[src/rtl/stpwm_pkg.sv]
// package: constants, mode codes and carrier structs for the standard timer
package stpwm_pkg;

  localparam int CNT_W    = 16;
  localparam int COMPARATOR_P_VALUE_W   = 8;
  localparam int COMPARATOR_P_VALUE_LSB = 8;
  localparam int SEL_W    = 3;
  localparam int DIV_W    = 7;

  // comparator p zero means the whole 16-bit range
  localparam logic [CNT_W:0]   PERIOD_FULL = 17'h10000;
  localparam logic [CNT_W-1:0] CNT_RST     = 16'h0000;
  localparam logic [CNT_W-1:0] COMPARATOR_A_VALUE_RST    = 16'h0000;
  localparam logic [COMPARATOR_P_VALUE_W-1:0] COMPARATOR_P_VALUE_ZERO  = 8'h00;

  // output control field codes as seen in pwm and pulse modes
  localparam logic [1:0] OUTCTL_FORCE_INACT = 2'h0;
  localparam logic [1:0] OUTCTL_FORCE_ACT   = 2'h1;
  localparam logic [1:0] OUTCTL_PWM         = 2'h2;
  localparam logic [1:0] OUTCTL_PULSE       = 2'h3;

  // output control field codes as seen in capture mode
  localparam logic [1:0] CAP_RISE = 2'h0;
  localparam logic [1:0] CAP_FALL = 2'h1;
  localparam logic [1:0] CAP_BOTH = 2'h2;
  localparam logic [1:0] CAP_NONE = 2'h3;

  // mode select field, in code order 00, 01, 10, 11
  typedef enum logic [1:0] {
    STPWM_MODE_COMPARE,
    STPWM_MODE_CAPTURE,
    STPWM_MODE_PWM,
    STPWM_MODE_TIMER
  } stpwm_mode_t;

  typedef struct packed {
    stpwm_mode_t        mode_select_field;
    logic [1:0]         output_control_field;
    logic               counter_clear_select;
    logic               period_duty_swap;
    logic               output_initial_level;
    logic               output_polarity;
    logic [COMPARATOR_P_VALUE_W-1:0]  comparator_p_value;
  } stpwm_ctrl_t;

  typedef struct packed {
    logic rise;
    logic fall;
  } stpwm_edge_t;

endpackage : stpwm_pkg

[src/rtl/stpwm_pin_edge.sv]
// pin synchroniser with registered edge detection
`timescale 1ns/1ps
`default_nettype none

module stpwm_pin_edge (
  input  wire logic          clock_i,
  input  wire logic          sys_rst_i,
  input  wire logic          pin_i,
  output var  stpwm_pkg::stpwm_edge_t edge_o
);

  typedef struct packed {
    logic                   sync1;
    logic                   sync2;
    logic                   last;
    stpwm_pkg::stpwm_edge_t edge_q;
  } stpwm_pin_state_t;

  stpwm_pin_state_t st;
  stpwm_pin_state_t next_st;

  ////////////////////////////////////////////////////////////////////////////////
  // sync1 feeds only sync2; edges are judged on sync2 so each edge yields one event
  always_comb begin
    next_st             = st;
    next_st.sync1       = pin_i;
    next_st.sync2       = st.sync1;
    next_st.last        = st.sync2;
    next_st.edge_q.rise = st.sync2 & ~st.last; // see RQ24
    next_st.edge_q.fall = ~st.sync2 & st.last; // see RQ24
  end

  always_ff @(posedge clock_i or posedge sys_rst_i) begin
    if (sys_rst_i) begin
      st <= '0;
    end else begin
      st <= next_st;
    end
  end

  assign edge_o = st.edge_q;

endmodule : stpwm_pin_edge

`default_nettype wire

[src/rtl/stpwm_tick_gen.sv]
// timer clock prescaler: one tick per 2**select system clocks
`timescale 1ns/1ps
`default_nettype none

module stpwm_tick_gen #(
  parameter int SEL_W = stpwm_pkg::SEL_W,
  parameter int DIV_W = stpwm_pkg::DIV_W
) (
  input  wire logic             clock_i,
  input  wire logic             sys_rst_i,
  input  wire logic [SEL_W-1:0] clock_select_i,
  output var  logic             tick_o
);

  typedef struct packed {
    logic [DIV_W-1:0] div;
    logic             tick;
  } stpwm_tick_state_t;

  stpwm_tick_state_t st;
  stpwm_tick_state_t next_st;
  logic [DIV_W-1:0]  mask;

  ////////////////////////////////////////////////////////////////////////////////
  always_comb begin
    mask         = DIV_W'((DIV_W+1)'(1) << clock_select_i) - DIV_W'(1);
    next_st      = st;
    next_st.div  = st.div + DIV_W'(1);
    next_st.tick = (st.div & mask) == mask;
  end

  always_ff @(posedge clock_i or posedge sys_rst_i) begin
    if (sys_rst_i) begin
      st <= '0;
    end else begin
      st <= next_st;
    end
  end

  assign tick_o = st.tick;

endmodule : stpwm_tick_gen

`default_nettype wire

[src/rtl/stpwm_timer.sv]
// standard timer: pwm with period/duty swap, single pulse and capture input
// Summary of operation
// RQ1: swap set: period from a, duty p*256
// RQ2: swap set: comparator a match clears counter
// RQ3: pwm generator runs while output forced 00/01
// RQ4: clear select ignored in pwm mode
// RQ5: single pulse when mode 10, output 11
// RQ6: run rising starts counter and pulse
// RQ7: trigger pin edge sets run bit
// RQ8: comparator a match clears run, ends pulse
// RQ9: pulse mode a match raises flag a
// RQ10: pulse counter zeroed only on run rise
// RQ11: pulse mode ignores p, clear, swap
// RQ12: capture mode 01, run rise starts counter
// RQ13: edge select; 11 captures nothing, counts on
// RQ14: capture edge copies counter, raises flag
// RQ15: capture counter runs until run falls
// RQ16: capture p match zeroes counter, flags
// RQ17: capture p zero gives full range
// RQ18: capture pins sampled even when output
// RQ19: capture ignores output bits, drives nothing
// RQ20: pwm output when mode 10, output 10
// RQ21: duty at or above period holds active level
// RQ22: polarity bit inverts pwm output
// RQ23: counter steps once per timer tick
// RQ24: pins synchronised before edge detection
`timescale 1ns/1ps
`default_nettype none

module stpwm_timer #(
  parameter int CNT_W = stpwm_pkg::CNT_W,
  parameter int SEL_W = stpwm_pkg::SEL_W
) (
  input  wire logic                   clock_i,
  input  wire logic                   sys_rst_i,
  input  wire stpwm_pkg::stpwm_ctrl_t ctrl_i,
  input  wire logic [SEL_W-1:0]       clock_select_i,
  input  wire logic                   run_wr_i,
  input  wire logic                   run_wdata_i,
  input  wire logic                   comparator_a_value_wr_i,
  input  wire logic [CNT_W-1:0]       comparator_a_value_wdata_i,
  input  wire logic                   flag_a_clr_i,
  input  wire logic                   flag_p_clr_i,
  input  wire logic                   external_trigger_pin_i,
  input  wire logic                   capture_pin_zero_i,
  input  wire logic                   capture_pin_one_i,
  output var  logic                   timer_out_o,
  output var  logic                   run_bit_o,
  output var  logic [CNT_W-1:0]       counter_o,
  output var  logic [CNT_W-1:0]       comparator_a_value_o,
  output var  logic                   flag_a_o,
  output var  logic                   flag_p_o
);

  typedef struct packed {
    logic [CNT_W-1:0] cnt;
    logic [CNT_W-1:0] comparator_a_value;
    logic             run;
    logic             run_d;
    logic             flag_a;
    logic             flag_p;
    logic             wave;
  } stpwm_state_t;

  stpwm_state_t st;
  stpwm_state_t next_st;

  ////////////////////////////////////////////////////////////////////////////////
  // pin edges and timer tick

  logic                   tick;
  logic [2:0]             pin_raw;
  stpwm_pkg::stpwm_edge_t pin_edge [3];

  assign pin_raw = {capture_pin_one_i, capture_pin_zero_i, external_trigger_pin_i};

  genvar gi;
  generate
    for (gi = 0; gi < 3; gi++) begin : g_pin
      stpwm_pin_edge u_edge (
        .clock_i   (clock_i),
        .sys_rst_i (sys_rst_i),
        .pin_i     (pin_raw[gi]),
        .edge_o    (pin_edge[gi])
      );
    end
  endgenerate

  stpwm_tick_gen #(
    .SEL_W (SEL_W)
  ) u_tick (
    .clock_i        (clock_i),
    .sys_rst_i      (sys_rst_i),
    .clock_select_i (clock_select_i),
    .tick_o         (tick)
  );

  ////////////////////////////////////////////////////////////////////////////////
  // decode

  logic           pwm_mode;
  logic           pulse_mode;
  logic           cap_mode;
  logic           run_rise;
  logic           counting;
  logic [CNT_W:0] cnt_inc;
  logic [CNT_W:0] a_val;
  logic [CNT_W:0] p_val;
  logic [CNT_W:0] period;
  logic [CNT_W:0] duty;
  logic           a_hit;
  logic           p_hit;
  logic           period_hit;
  logic           duty_full;
  logic           pwm_raw;
  logic           act;
  logic           trig_edge;
  logic           cap_edge;
  logic           cap_event;

  always_comb begin
    pwm_mode   = (ctrl_i.mode_select_field == stpwm_pkg::STPWM_MODE_PWM)
               && (ctrl_i.output_control_field != stpwm_pkg::OUTCTL_PULSE); // see RQ20
    pulse_mode = (ctrl_i.mode_select_field == stpwm_pkg::STPWM_MODE_PWM)
               && (ctrl_i.output_control_field == stpwm_pkg::OUTCTL_PULSE); // see RQ5
    cap_mode   = ctrl_i.mode_select_field == stpwm_pkg::STPWM_MODE_CAPTURE; // see RQ12
    run_rise   = st.run & ~st.run_d;
    // the rise cycle only zeroes the counter; stepping starts on the next tick
    counting   = st.run & st.run_d & tick; // see RQ23
    cnt_inc    = {1'b0, st.cnt} + (CNT_W+1)'(1);
    a_val      = {1'b0, st.comparator_a_value};
    // p sets the top byte only over a zero low byte, so it works in steps of 256 counts
    p_val      = (ctrl_i.comparator_p_value == stpwm_pkg::COMPARATOR_P_VALUE_ZERO) ? stpwm_pkg::PERIOD_FULL
               : {1'b0, ctrl_i.comparator_p_value, stpwm_pkg::COMPARATOR_P_VALUE_LSB'(0)}; // see RQ17
    if (ctrl_i.period_duty_swap) begin
      period = a_val; // see RQ1
      duty   = p_val; // see RQ1
    end else begin
      period = p_val;
      duty   = a_val;
    end
    a_hit      = counting & (cnt_inc == a_val);
    p_hit      = counting & (cnt_inc == p_val);
    // clear select takes no part: the period comparator alone ends a cycle
    period_hit = counting & (cnt_inc == period); // see RQ2 RQ4
    duty_full  = duty >= period; // see RQ21
    pwm_raw    = duty_full | ({1'b0, st.cnt} < duty);
    act        = ctrl_i.output_initial_level ^ ctrl_i.output_polarity; // see RQ22
    trig_edge  = pin_edge[0].rise;
    // pins are watched whatever their port direction; software must mask unwanted edges
    unique case (ctrl_i.output_control_field)
      stpwm_pkg::CAP_RISE: cap_edge = pin_edge[1].rise | pin_edge[2].rise; // see RQ13 RQ18
      stpwm_pkg::CAP_FALL: cap_edge = pin_edge[1].fall | pin_edge[2].fall; // see RQ13 RQ18
      stpwm_pkg::CAP_BOTH: cap_edge = pin_edge[1].rise | pin_edge[2].rise
                                    | pin_edge[1].fall | pin_edge[2].fall; // see RQ13 RQ18
      stpwm_pkg::CAP_NONE: cap_edge = 1'b0; // see RQ13
    endcase
    cap_event  = cap_mode & cap_edge; // see RQ14
  end

  ////////////////////////////////////////////////////////////////////////////////
  // next state

  always_comb begin
    next_st       = st;
    next_st.run_d = st.run;

    // run bit: hardware stop, then trigger start, then software write on top
    if (pulse_mode && a_hit) begin
      next_st.run = 1'b0; // see RQ8
    end
    if (pulse_mode && trig_edge) begin
      next_st.run = 1'b1; // see RQ7
    end
    if (run_wr_i) begin
      next_st.run = run_wdata_i; // see RQ6 RQ15
    end

    // counter
    if (run_rise) begin
      next_st.cnt = stpwm_pkg::CNT_RST; // see RQ6 RQ10 RQ12
    end else if (counting) begin
      if (pwm_mode && period_hit) begin
        next_st.cnt = stpwm_pkg::CNT_RST; // see RQ2
      end else if (cap_mode && p_hit) begin
        next_st.cnt = stpwm_pkg::CNT_RST; // see RQ16 RQ17
      end else begin
        // pulse mode never clears here; it only stops at the a match
        next_st.cnt = cnt_inc[CNT_W-1:0]; // see RQ10 RQ11 RQ15 RQ23
      end
    end

    // comparator a: capture beats a software write in the same cycle
    if (comparator_a_value_wr_i) begin
      next_st.comparator_a_value = comparator_a_value_wdata_i;
    end
    if (cap_event) begin
      next_st.comparator_a_value = st.cnt; // see RQ14
    end

    // request flags: a set in the clearing cycle wins
    next_st.flag_a = (st.flag_a & ~flag_a_clr_i)
                   | ((pwm_mode | pulse_mode) & a_hit) // see RQ9
                   | cap_event; // see RQ14
    next_st.flag_p = (st.flag_p & ~flag_p_clr_i)
                   | ((pwm_mode | cap_mode) & p_hit); // see RQ16

    // output pin; the generator above keeps running whatever is forced here
    if (pwm_mode) begin
      unique case (ctrl_i.output_control_field)
        stpwm_pkg::OUTCTL_FORCE_INACT: next_st.wave = ~act; // see RQ3
        stpwm_pkg::OUTCTL_FORCE_ACT:   next_st.wave = act; // see RQ3
        default:                       next_st.wave = pwm_raw ? act : ~act; // see RQ21 RQ22
      endcase
    end else if (pulse_mode) begin
      next_st.wave = st.run ? act : ~act; // see RQ6 RQ8
    end else begin
      next_st.wave = 1'b0; // see RQ19
    end
  end

  always_ff @(posedge clock_i or posedge sys_rst_i) begin
    if (sys_rst_i) begin
      st      <= '0;
      st.cnt  <= stpwm_pkg::CNT_RST;
      st.comparator_a_value <= stpwm_pkg::COMPARATOR_A_VALUE_RST;
    end else begin
      st <= next_st;
    end
  end

  assign timer_out_o          = st.wave;
  assign run_bit_o            = st.run;
  assign counter_o            = st.cnt;
  assign comparator_a_value_o = st.comparator_a_value;
  assign flag_a_o             = st.flag_a;
  assign flag_p_o             = st.flag_p;
endmodule : stpwm_timer

`default_nettype wire

[config.mk]
export PLATFORM = sky130hd
export DESIGN_NAME = stpwm_timer
export DESIGN_NICKNAME = d
export VERILOG_FILES = /design/src/rtl/stpwm_pkg.sv /design/src/rtl/stpwm_pin_edge.sv /design/src/rtl/stpwm_tick_gen.sv /design/src/rtl/stpwm_timer.sv
export SDC_FILE = /design/constraint.sdc
export NUM_CORES = 1
export LEC_CHECK = 0
export ABC_AREA = 1
export BUFFER_PORTS_ARGS = -buffer_cell sky130_fd_sc_hd__buf_2
export CAP_MARGIN = 30
export CELL_PAD_IN_SITES_DETAIL_PLACEMENT = 1
export CELL_PAD_IN_SITES_GLOBAL_PLACEMENT = 1
export CORE_UTILIZATION = 37
export DETAILED_ROUTE_END_ITERATION = 16
export GPL_TIMING_DRIVEN = 0
export PLACE_DENSITY = 0.76
export SLEW_MARGIN = 20
export SYNTH_ARGS = -nofsm -noshare
export SYNTH_HDL_FRONTEND = slang
export SYNTH_HIERARCHICAL = 1
export SYNTH_SLANG_ARGS = --single-unit
[constraint.sdc]
create_clock -name clock_i -period 2.05 [get_ports clock_i]
set_input_delay 0.3075 -clock clock_i [delete_from_list [all_inputs] [get_ports clock_i]]
set_output_delay 0.3075 -clock clock_i [all_outputs]
set_load 0.01 [all_outputs]
==> results of run 1 <==
-- layout make-up --
| class | instances | area, sq um |
|---|---|---|
| flip-flops and latches | 59 | 1493 |
| inverters | 106 | 409.1 |
| multi-input cells | 508 | 3074 |
| fillers | 1638 | 6077 |
| clock buffers | 9 | 225.2 |
| repair buffers | 117 | 770.7 |
| well taps | 172 | 215.2 |
| clock inverters | 7 | 85.08 |
| plain buffers | 52 | 424.2 |
-- sequential cells by signal, indices dropped and copies added, names as in the netlist, 3 cells and up --
register,count
g_pin.u_edge/next_st,6
g_pin.u_edge/edge_o,5
u_tick/st,7
g_pin.u_edge/st,3
counter_o,16
comparator_a_value_o,16
-- metrics by stage --
step                      power [mW]  util (%)
after floorplan                1.833         -
after global placement         2.103     43.51
after detailed placement       2.146     43.67
after CTS                      3.828     48.67
after global routing           4.067     52.42
final                          3.915     52.42
-- power by group through the flow --
stage	Clock, mW	Combinational (mW)	Sequential [mW]
after CTS	1.64	0.881	1.30
final	1.64	0.970	1.31
after floorplan	0	0.531	1.30
after global routing	1.69	1.06	1.32
after detailed placement	0	0.817	1.33
after global placement	0	0.776	1.33
-- placed cells by master, fill, tap and decap left out, types with 5 or more instances in the layout --
cell type,count
nand3_1,59
nor2_1,51
o221ai_1,15
buf_6,8
buf_2,78
clkbuf_16,11
a21oi_1,13
ha_1,24
buf_4,66
nand2_2,28
dfrtp_2,13
nand3_2,24
xor2_1,8
nand2_4,6
nor2_2,15
inv_1,95
nor2_4,10
o21ai_0,12
o211ai_1,5
inv_2,9
nand4_1,9
nand2_1,179
o21ai_2,12
dfrtp_1,46
clkbuf_1,5
buf_12,5
o21ai_1,9
-- path summary, 6_finish.rpt --
kind / end / slack [ns]
min in group asynchronous: g_pin[0].u_edge/next_st[2]$_DFF_PP0_ / 0.45
max: counter_o[5]$_DFFE_PP0P_ / -0.37
min: g_pin[0].u_edge/next_st[3]$_DFF_PP0_ / 0.07
max in group asynchronous: counter_o[5]$_DFFE_PP0P_ / 1.00
min reg2reg: g_pin[2].u_edge/next_st[2]$_DFF_PP0_ / 0.35
max reg2reg: counter_o[5]$_DFFE_PP0P_ / -0.37
-- per-layer routing --
metal  global-route usage [%]  wire [um]
met5                        0          0
met4                    15.61        681
met3                    5.098        910
met2                    48.04       9985
met1                    33.16       8076
-- timing repair --
action / 4_1_cts / 5_1_grt
pin swaps: 10 / 59
hold buffers: 1 / 0
cloned: 0 / 2
endpoints found under the hold margin: 24 / 0
setup endpoints to repair: 30 / 23
setup buffers: 18 / 18
resized for setup: 55 / 88
==> results.cfg, run 1 <==
[run_status]
status = complete, but fails checks
violations = setup timing

[place]
port_buffers = 77
placed_cell_area_sq_um = 5578
placed_cells = 975
place_congestion = 0.9298
place_ws_ns = -0.7796
dpl.hpwl_um = 13990

[worst_setup_path]
path_class = reg -> reg
crit_top_cell = nand2_1
cp.arrival_ns = 2.65
worst-path-stages = 17
critPathLaunchType = register
ff2ff_path_depth = 17
critPathBufInv = 4
cp-end-kind = register
critPathRequiredTime_ns = 2.28
path_cells = buf_4 -> nand2_2 -> nor2_4 -> nand3_1 -> nand2_1 -> nand2_1 -> inv_2 -> nand2_1 -> nand2_1 -> nand3_4 -> nor2_4 -> nand3_2 -> nand2_4 -> inv_8 -> clkbuf_16 -> nand3_2 -> nand2_1
reg2reg_from = counter_o[1]$_DFFE_PP0P_
max_stage_delay_ns = 0.40
cp_slowest_cell = dfrtp_2
critPathLaunch = counter_o[1]$_DFFE_PP0P_
cp_max_fo = 5
crit_family = simple AND/OR/NAND/NOR gates

[synth]
synth_nets = 797
avgSynthCellArea_sq_um = 6.782
syn_inst = 725
syn_area_sq_um = 4917
synth_warnings = 6

[clocking]
clk_path_buf_depth = 2
cts.clk_slew.worst_paths_ns = 0.06
clk_latency_ns = 0.34
cts_tree = built
cts_buffers = 9
cts-root-buf = clkbuf_16
cts_max_level = 3
numClockSinks = 59

[routing]
wl_um = 19650
via_count = 5470
drcViolationCount = 0
drt_iter0_drc = 294
dr.pass1.iters = 5
final_antenna_net_count = 0
routedWlPerCell_um = 19.08
viasPerCell = 5.311

[grt]
grt_pass1_vias = 5545
grt_pass1_wl_um = 28420
grt_remaining_overflow = 0
grtUsageTotal_pct = 28.05
grt_max_degree = 25
antenna_found_initial = 0

[floorplan]
ios = 81
row_count = 41
die_w_um = 117.3
core_sq_um = 12770
die_y_um = 117.3
start_util_pct = 38.50
die_area_sq_um = 13750

[power_and_ir_drop]
power_density_nw_per_um2 = 584.6
switchingPower_mw = 1.331
p_sw_share_pct = 33.99
p_int_mw = 2.584
clock_power_share_pct = 41.8
pwr-share-comb_pct = 24.8
leakage_nw = 3.434
vdd_drop_max_uv = 415.4
p_seq_share_pct = 33.4

[timing]
fin_skew_ns = 0.01074
fin_hold_ws_ns = 0.07182
fin_crit_sh_pct = 118.2
slew_headroom_pct = 48.02
setup_viol = 20
setup_ws_ns = -0.3725
max_freq_mhz = 412.8
finalMaxSlewViolations = 0
fin_setup_tns_ns = -6.288
finalHoldViolCount = 0
worstMarginPinSlew_ns = 0.7768
grt_setup_unrepaired = yes
fin_crit_ns = 2.422

[layout]
drive_above_1_share_pct = 36.48
layout.nets = 925
syn_to_final_growth_pct = 36.18
antenna_cells = 0
design_area_sq_um = 6696
instances_no_fill = 1030

[hold_path]
hold_start = external_trigger_pin_i
holdPathStages = 1
min_path_type = in -> reg

[run]
max-cap-violations = 0
Note: power is estimated with default switching activity, not from simulation.
==> run 2, diff against run 1 <==
Settings changed: SETUP_SLACK_MARGIN set to 0.15.
==> run 2 against run 1 <==
The run still ends with setup timing left. Clock skew is 0.0014 ns lower. Register-to-register slack worse by 0.09 ns. Design area rose by 6.1%. Utilization up 3.2 points. Highest routed layer unchanged. Worst hold slack worse by 0.011 ns. Non-clock buffer count is 20 higher. Global-route usage rose by 1.9 points.
==> results.cfg, run 2 (synthesis gave the netlist of run 1 again) <==
[run_status]
status = complete, but fails checks
violations = setup timing

[place]
port_buffers = 77
place_congestion = 0.9423
dpl.hpwl_um = 13920

[clocking]
cts_tree = built
cts-root-buf = clkbuf_16
clk_latency_ns = 0.35
cts_max_level = 3
clk_path_buf_depth = 2
numClockSinks = 59
cts_buffers = 9
cts.clk_slew.worst_paths_ns = 0.06

[worst_setup_path]
cp.arrival_ns = 2.75
ff2ff_path_depth = 16
reg2reg_from = counter_o[4]$_DFFE_PP0P_
cp_max_fo = 7
critPathLaunchType = register
r2r_slack_ns = -0.46
path_class = reg -> reg
critPathRequiredTime_ns = 2.28
cp-end-kind = register
r2r-end = counter_o[5]$_DFFE_PP0P_

[timing]
fin_crit_sh_pct = 122.6
fin_hold_ws_ns = 0.06096
fin_crit_ns = 2.514
slew_headroom_pct = 51.28
finalMaxSlewViolations = 0
setup_viol = 20
max_freq_mhz = 397.8
finalHoldViolCount = 0
fin_skew_ns = 0.009384
worstMarginPinSlew_ns = 0.7281
setup_ws_ns = -0.4640
fin_setup_tns_ns = -8.066
grt_setup_unrepaired = yes

[routing]
routedWlPerCell_um = 20.38
final_antenna_net_count = 0
wl_um = 21400
dr.pass1.iters = 5
viasPerCell = 5.490
drt_iter0_drc = 354
via_count = 5764
drcViolationCount = 0

[floorplan]
ios = 81
row_count = 41
core_sq_um = 12770
die_area_sq_um = 13750
die_w_um = 117.3
die_y_um = 117.3
start_util_pct = 38.50

[power_and_ir_drop]
p_seq_share_pct = 32.2
pwr-share-comb_pct = 27.7
p_sw_share_pct = 34.69
switchingPower_mw = 1.411
p_int_mw = 2.656
clock_power_share_pct = 40.0
vdd_drop_max_uv = 475.9
power_density_nw_per_um2 = 572.7
leakage_nw = 3.621

[layout]
drive_above_1_share_pct = 42.60
layout_commonest_cell = nand2_1
fillers = 1582
antenna_cells = 0
final_cell_mix = nand2_1, inv_1, buf_4
syn_to_final_growth_pct = 44.43
layout.nets = 945

[grt]
grt_pass1_vias = 5759
grtUsageTotal_pct = 29.94
grt_pass1_wl_um = 30160
grt_remaining_overflow = 0
antenna_found_initial = 0
grt_max_degree = 26

[hold_path]
min_path_type = in -> reg
holdPathStages = 1
hold_start = capture_pin_zero_i
min_to = g_pin[1].u_edge/next_st[3]$_DFF_PP0_

[run]
max-cap-violations = 0
## run 2: changes by cell type in the layout (fill, tap and decap cells not counted), sizes merged
cell / before / now
clkinv: 3 / 4
buf: 157 / 181
inv: 108 / 107
clkbuf: 20 / 16
## run 2: layer usage
layer / routed length (um) / share of wire, % / track usage [%]
met4: 946 / 4.4 / 14.09
met1: 8596 / 40 / 34.81
met5: 0 / 0 / 0
met2: 10810 / 51 / 52.67
met3: 1046 / 4.9 / 6.128
## run 2: through the flow
| step | total power, mW | util, % | std cells | cell area (sq um) | setup WS, ns |
|---|---|---|---|---|---|
| finish | 4.067 | 55.60 | 1050 | 7102 | -0.4640 |
| global route | 4.195 | 55.60 | 1050 | 7102 | -0.5940 |
| CTS | 3.864 | 50.95 | 1029 | 6507 | -0.2455 |
| detailed placement | 2.142 | 43.80 | 975 | 5595 | -0.6526 |
| global placement | 2.108 | 43.65 | 974 | 5575 | -0.6472 |
| floorplan | 1.839 | - | 725 | 4975 | -0.006915 |
## run 2: what timing repair did
action | in CTS | in global routing
pin swaps | 32 | 69
gates resized for setup | 89 | 112
setup buffers | 35 | 21
setup endpoints to repair | 31 | 34
hold buffers | 1 | 0
hold endpoints to repair | 34 | 0
gates cloned | 2 | 0
## run 2: how the worst max path moves through the flow
| stage | to | startpoint | slack (ns) |
|---|---|---|---|
| 2_1_floorplan | timer_out_o$_DFF_PP0_ | ctrl_i[10] | -0.007 |
| 5_1_grt | counter_o[6]$_DFFE_PP0P_ | counter_o[0]$_DFFE_PP0P_ | -0.59 |
| 6_report | counter_o[5]$_DFFE_PP0P_ | counter_o[4]$_DFFE_PP0P_ | -0.46 |
| 3_3_place_gp | timer_out_o$_DFF_PP0_ | ctrl_i[10] | -0.65 |
| 4_1_cts | counter_o[13]$_DFFE_PP0P_ | counter_o[0]$_DFFE_PP0P_ | -0.25 |
| 3_5_place_dp | timer_out_o$_DFF_PP0_ | ctrl_i[10] | -0.65 |
## run 2: worst max-delay path, stage by stage (launching register included)
cell	delay [ns]
dfrtp_2	0.46
nand2_1	0.19
nor2_4	0.23
nand2_4	0.10
nand2_2	0.09
nand2_4	0.07
nand2_1	0.10
nand2_1	0.07
nor2_1	0.13
nand2_1	0.13
nand2_1	0.12
nand3_2	0.11
nor2_4	0.12
nand3_4	0.15
buf_12	0.19
nand3_2	0.06
nand2_1	0.07
## run 2: cell type report
class	instances	area, sq um	share of cell area [%]
Clock inverter	7	82.58	1.163
Clock buffer	9	225.2	3.171
Multi-Input combinational cell	508	3274	46.11
Tap cell	172	215.2	3.030
Buffer	52	432.9	6.096
Timing Repair Buffer	137	965.9	13.60
Inverter	106	414.1	5.832
Sequential cell	59	1491	21.00
## run 2: power groups by stage
stage	combinational (mW)	sequential [mW]	clock, mW
after floorplan	0.537	1.30	0
after global placement	0.782	1.33	0
after detailed placement	0.814	1.33	0
after CTS	0.946	1.30	1.62
after global routing	1.21	1.31	1.67
final	1.13	1.31	1.63
==> run 3, diff against run 2 <==
==> constraint.sdc (replaced) <==
create_clock -name clock_i -period 2.05 [get_ports clock_i]
set_input_delay 0.1025 -clock clock_i [delete_from_list [all_inputs] [get_ports clock_i]]
set_output_delay 0.1025 -clock clock_i [all_outputs]
set_load 0.01 [all_outputs]
==> run 3 against run 2 <==
The run still ends with setup timing left. Clock power hardly changed. Worst hold slack got worse by 0.054 ns. Setup slack better by 0.049 ns. Fmax rose by 2.0%. Register-to-register slack improved by 0.05 ns. First-iteration DRC count down 15%. Wire length fell by 6.5%. Critical path type unchanged. Critical endpoint is now counter_o[7]$_DFFE_PP0P_. Largest cell class unchanged. Largest power group unchanged.
==> results.cfg, run 3 (synthesis gave the netlist of run 1 again) <==
[run_status]
status = complete, but fails checks
violations = setup timing

[floorplan]
ios = 81
die_area_sq_um = 13750
die_y_um = 117.3
start_util_pct = 38.50
row_count = 41
core_sq_um = 12770
die_w_um = 117.3

[clocking]
cts.clk_slew.worst_paths_ns = 0.07
cts_max_level = 3
cts_buffers = 9
numClockSinks = 59
cts_tree = built
clk_latency_ns = 0.35
clk_path_buf_depth = 2
cts-root-buf = clkbuf_16

[hold_path]
holdPathStages = 3
min_to = comparator_a_value_o[10]$_DFFE_PP0P_
hold_start = comparator_a_value_wdata_i[10]
min_path_type = in -> reg

[worst_setup_path]
cp.arrival_ns = 2.69
critPathLaunchType = register
critPathRequiredTime_ns = 2.27
r2r_slack_ns = -0.42
r2r-end = counter_o[7]$_DFFE_PP0P_
crit_family = simple AND/OR/NAND/NOR gates
critPathBufInv = 5
cp_max_fo = 6
cp_slowest_cell = dfrtp_2
max_stage_delay_ns = 0.42
path_class = reg -> reg
reg2reg_from = counter_o[0]$_DFFE_PP0P_
path_cells = buf_4 -> buf_8 -> inv_6 -> nor2_4 -> nand3_1 -> nand2_1 -> nand2_1 -> inv_2 -> nor2_1 -> nor2_1 -> nand3_2 -> nor2_4 -> nand3_4 -> buf_12 -> nand3_2 -> nand2_1
cp-end-kind = register
ff2ff_path_depth = 16
crit_top_cell = nand2_1

[routing]
drt_iter0_drc = 300
viasPerCell = 5.283
wl_um = 20000
drcViolationCount = 0
routedWlPerCell_um = 19.12
dr.pass1.iters = 4
via_count = 5526
final_antenna_net_count = 0

[timing]
slew_headroom_pct = 46.73
finalMaxSlewViolations = 0
setup_ws_ns = -0.4153
max_freq_mhz = 405.6
fin_skew_ns = 0.01123
fin_setup_tns_ns = -7.067
fin_crit_ns = 2.465
finalHoldViolCount = 0
setup_viol = 20
worstMarginPinSlew_ns = 0.7962
fin_crit_sh_pct = 120.3
grt_setup_unrepaired = yes

[place]
place_ws_ns = -0.7801
dpl.hpwl_um = 13900
place_congestion = 0.9348
placed_cells = 975
placed_cell_area_sq_um = 5579
port_buffers = 77

[layout]
syn_to_final_growth_pct = 39.29
final_cell_mix = nand2_1, inv_1, buf_4
drive_above_1_share_pct = 38.10
design_area_sq_um = 6849
instances_no_fill = 1046
antenna_cells = 0
seq_area_sq_um = 1493
multi_input_area_sq_um = 3107
fillers = 1632
post-route-util_pct = 53.62
layout.nets = 941
layout_commonest_cell = nand2_1

[power_and_ir_drop]
vdd_drop_max_uv = 520.5
clock_power_share_pct = 40.8
p_seq_share_pct = 33.1
p_sw_share_pct = 33.61
switchingPower_mw = 1.328
leakage_nw = 3.532
pwr-share-comb_pct = 26.1
p_int_mw = 2.623
power_density_nw_per_um2 = 576.8

[grt]
grt_max_degree = 25
grt_pass1_wl_um = 30200
grt_pass1_vias = 5790
antenna_found_initial = 0
grtUsageTotal_pct = 29.85
grt_remaining_overflow = 0

[run]
max-cap-violations = 0
-- run 3: final cells by class --
type | instances | area share [%]
clock buffers | 9 | 3.288
multi-input cells | 508 | 45.36
inverters | 106 | 5.919
well taps | 172 | 3.142
plain buffers | 52 | 6.010
repair buffers | 133 | 13.28
flip-flops and latches | 59 | 21.79
clock inverters | 7 | 1.206
-- run 3: tightest hold or removal path: stages --
cell and delay (ns):
buf_2 0.08, nand3_1 0.06, o221ai_1 0.07
-- run 3: layer usage --
metal  wire length, um  share of wire [%]  vias up  global-route usage, %
li1                  -                  -     2580                      -
met3              1022                5.1       64                  5.046
met5                 0                  0        -                      0
met2             10140                 51      210                  52.39
met4               833                4.2        0                  14.51
met1              8002                 40     2672                  35.29
-- run 3: power groups by stage --
| stage | sequential (mW) | combinational (mW) | clock (mW) |
|---|---|---|---|
| floorplan | 1.30 | 0.534 | 0 |
| global placement | 1.32 | 0.776 | 0 |
| detailed placement | 1.33 | 0.811 | 0 |
| CTS | 1.30 | 0.957 | 1.63 |
| global route | 1.31 | 1.13 | 1.66 |
| finish | 1.31 | 1.03 | 1.61 |
-- run 3: repair_timing --
item | 4_1_cts | 5_1_grt
endpoints found under the setup margin | 30 | 36
hold endpoints to repair | 39 | 0
resized for setup | 106 | 48
hold buffers | 5 | 0
pin swaps | 52 | 22
buffers inserted | 40 | 8
cloned | 2 | 0
-- run 3: metrics by stage --
stage               power, mW  hold WS, ns
floorplan               1.837      -0.1314
global placement        2.101      0.03302
detailed placement      2.139      0.05136
CTS                     3.886    0.0009377
global route            4.103      0.02930
finish                  3.950     0.006570
-- run 3: worst max path at each step --
stage	cells past startpoint	startpoint	end
5_1_grt	16	counter_o[0]$_DFFE_PP0P_	counter_o[6]$_DFFE_PP0P_
2_1_floorplan	13	counter_o[0]$_DFFE_PP0P_	counter_o[1]$_DFFE_PP0P_
6_report	16	counter_o[0]$_DFFE_PP0P_	counter_o[7]$_DFFE_PP0P_
3_3_place_gp	16	ctrl_i[10]	timer_out_o$_DFF_PP0_
4_1_cts	16	counter_o[0]$_DFFE_PP0P_	counter_o[1]$_DFFE_PP0P_
3_5_place_dp	16	ctrl_i[10]	timer_out_o$_DFF_PP0_
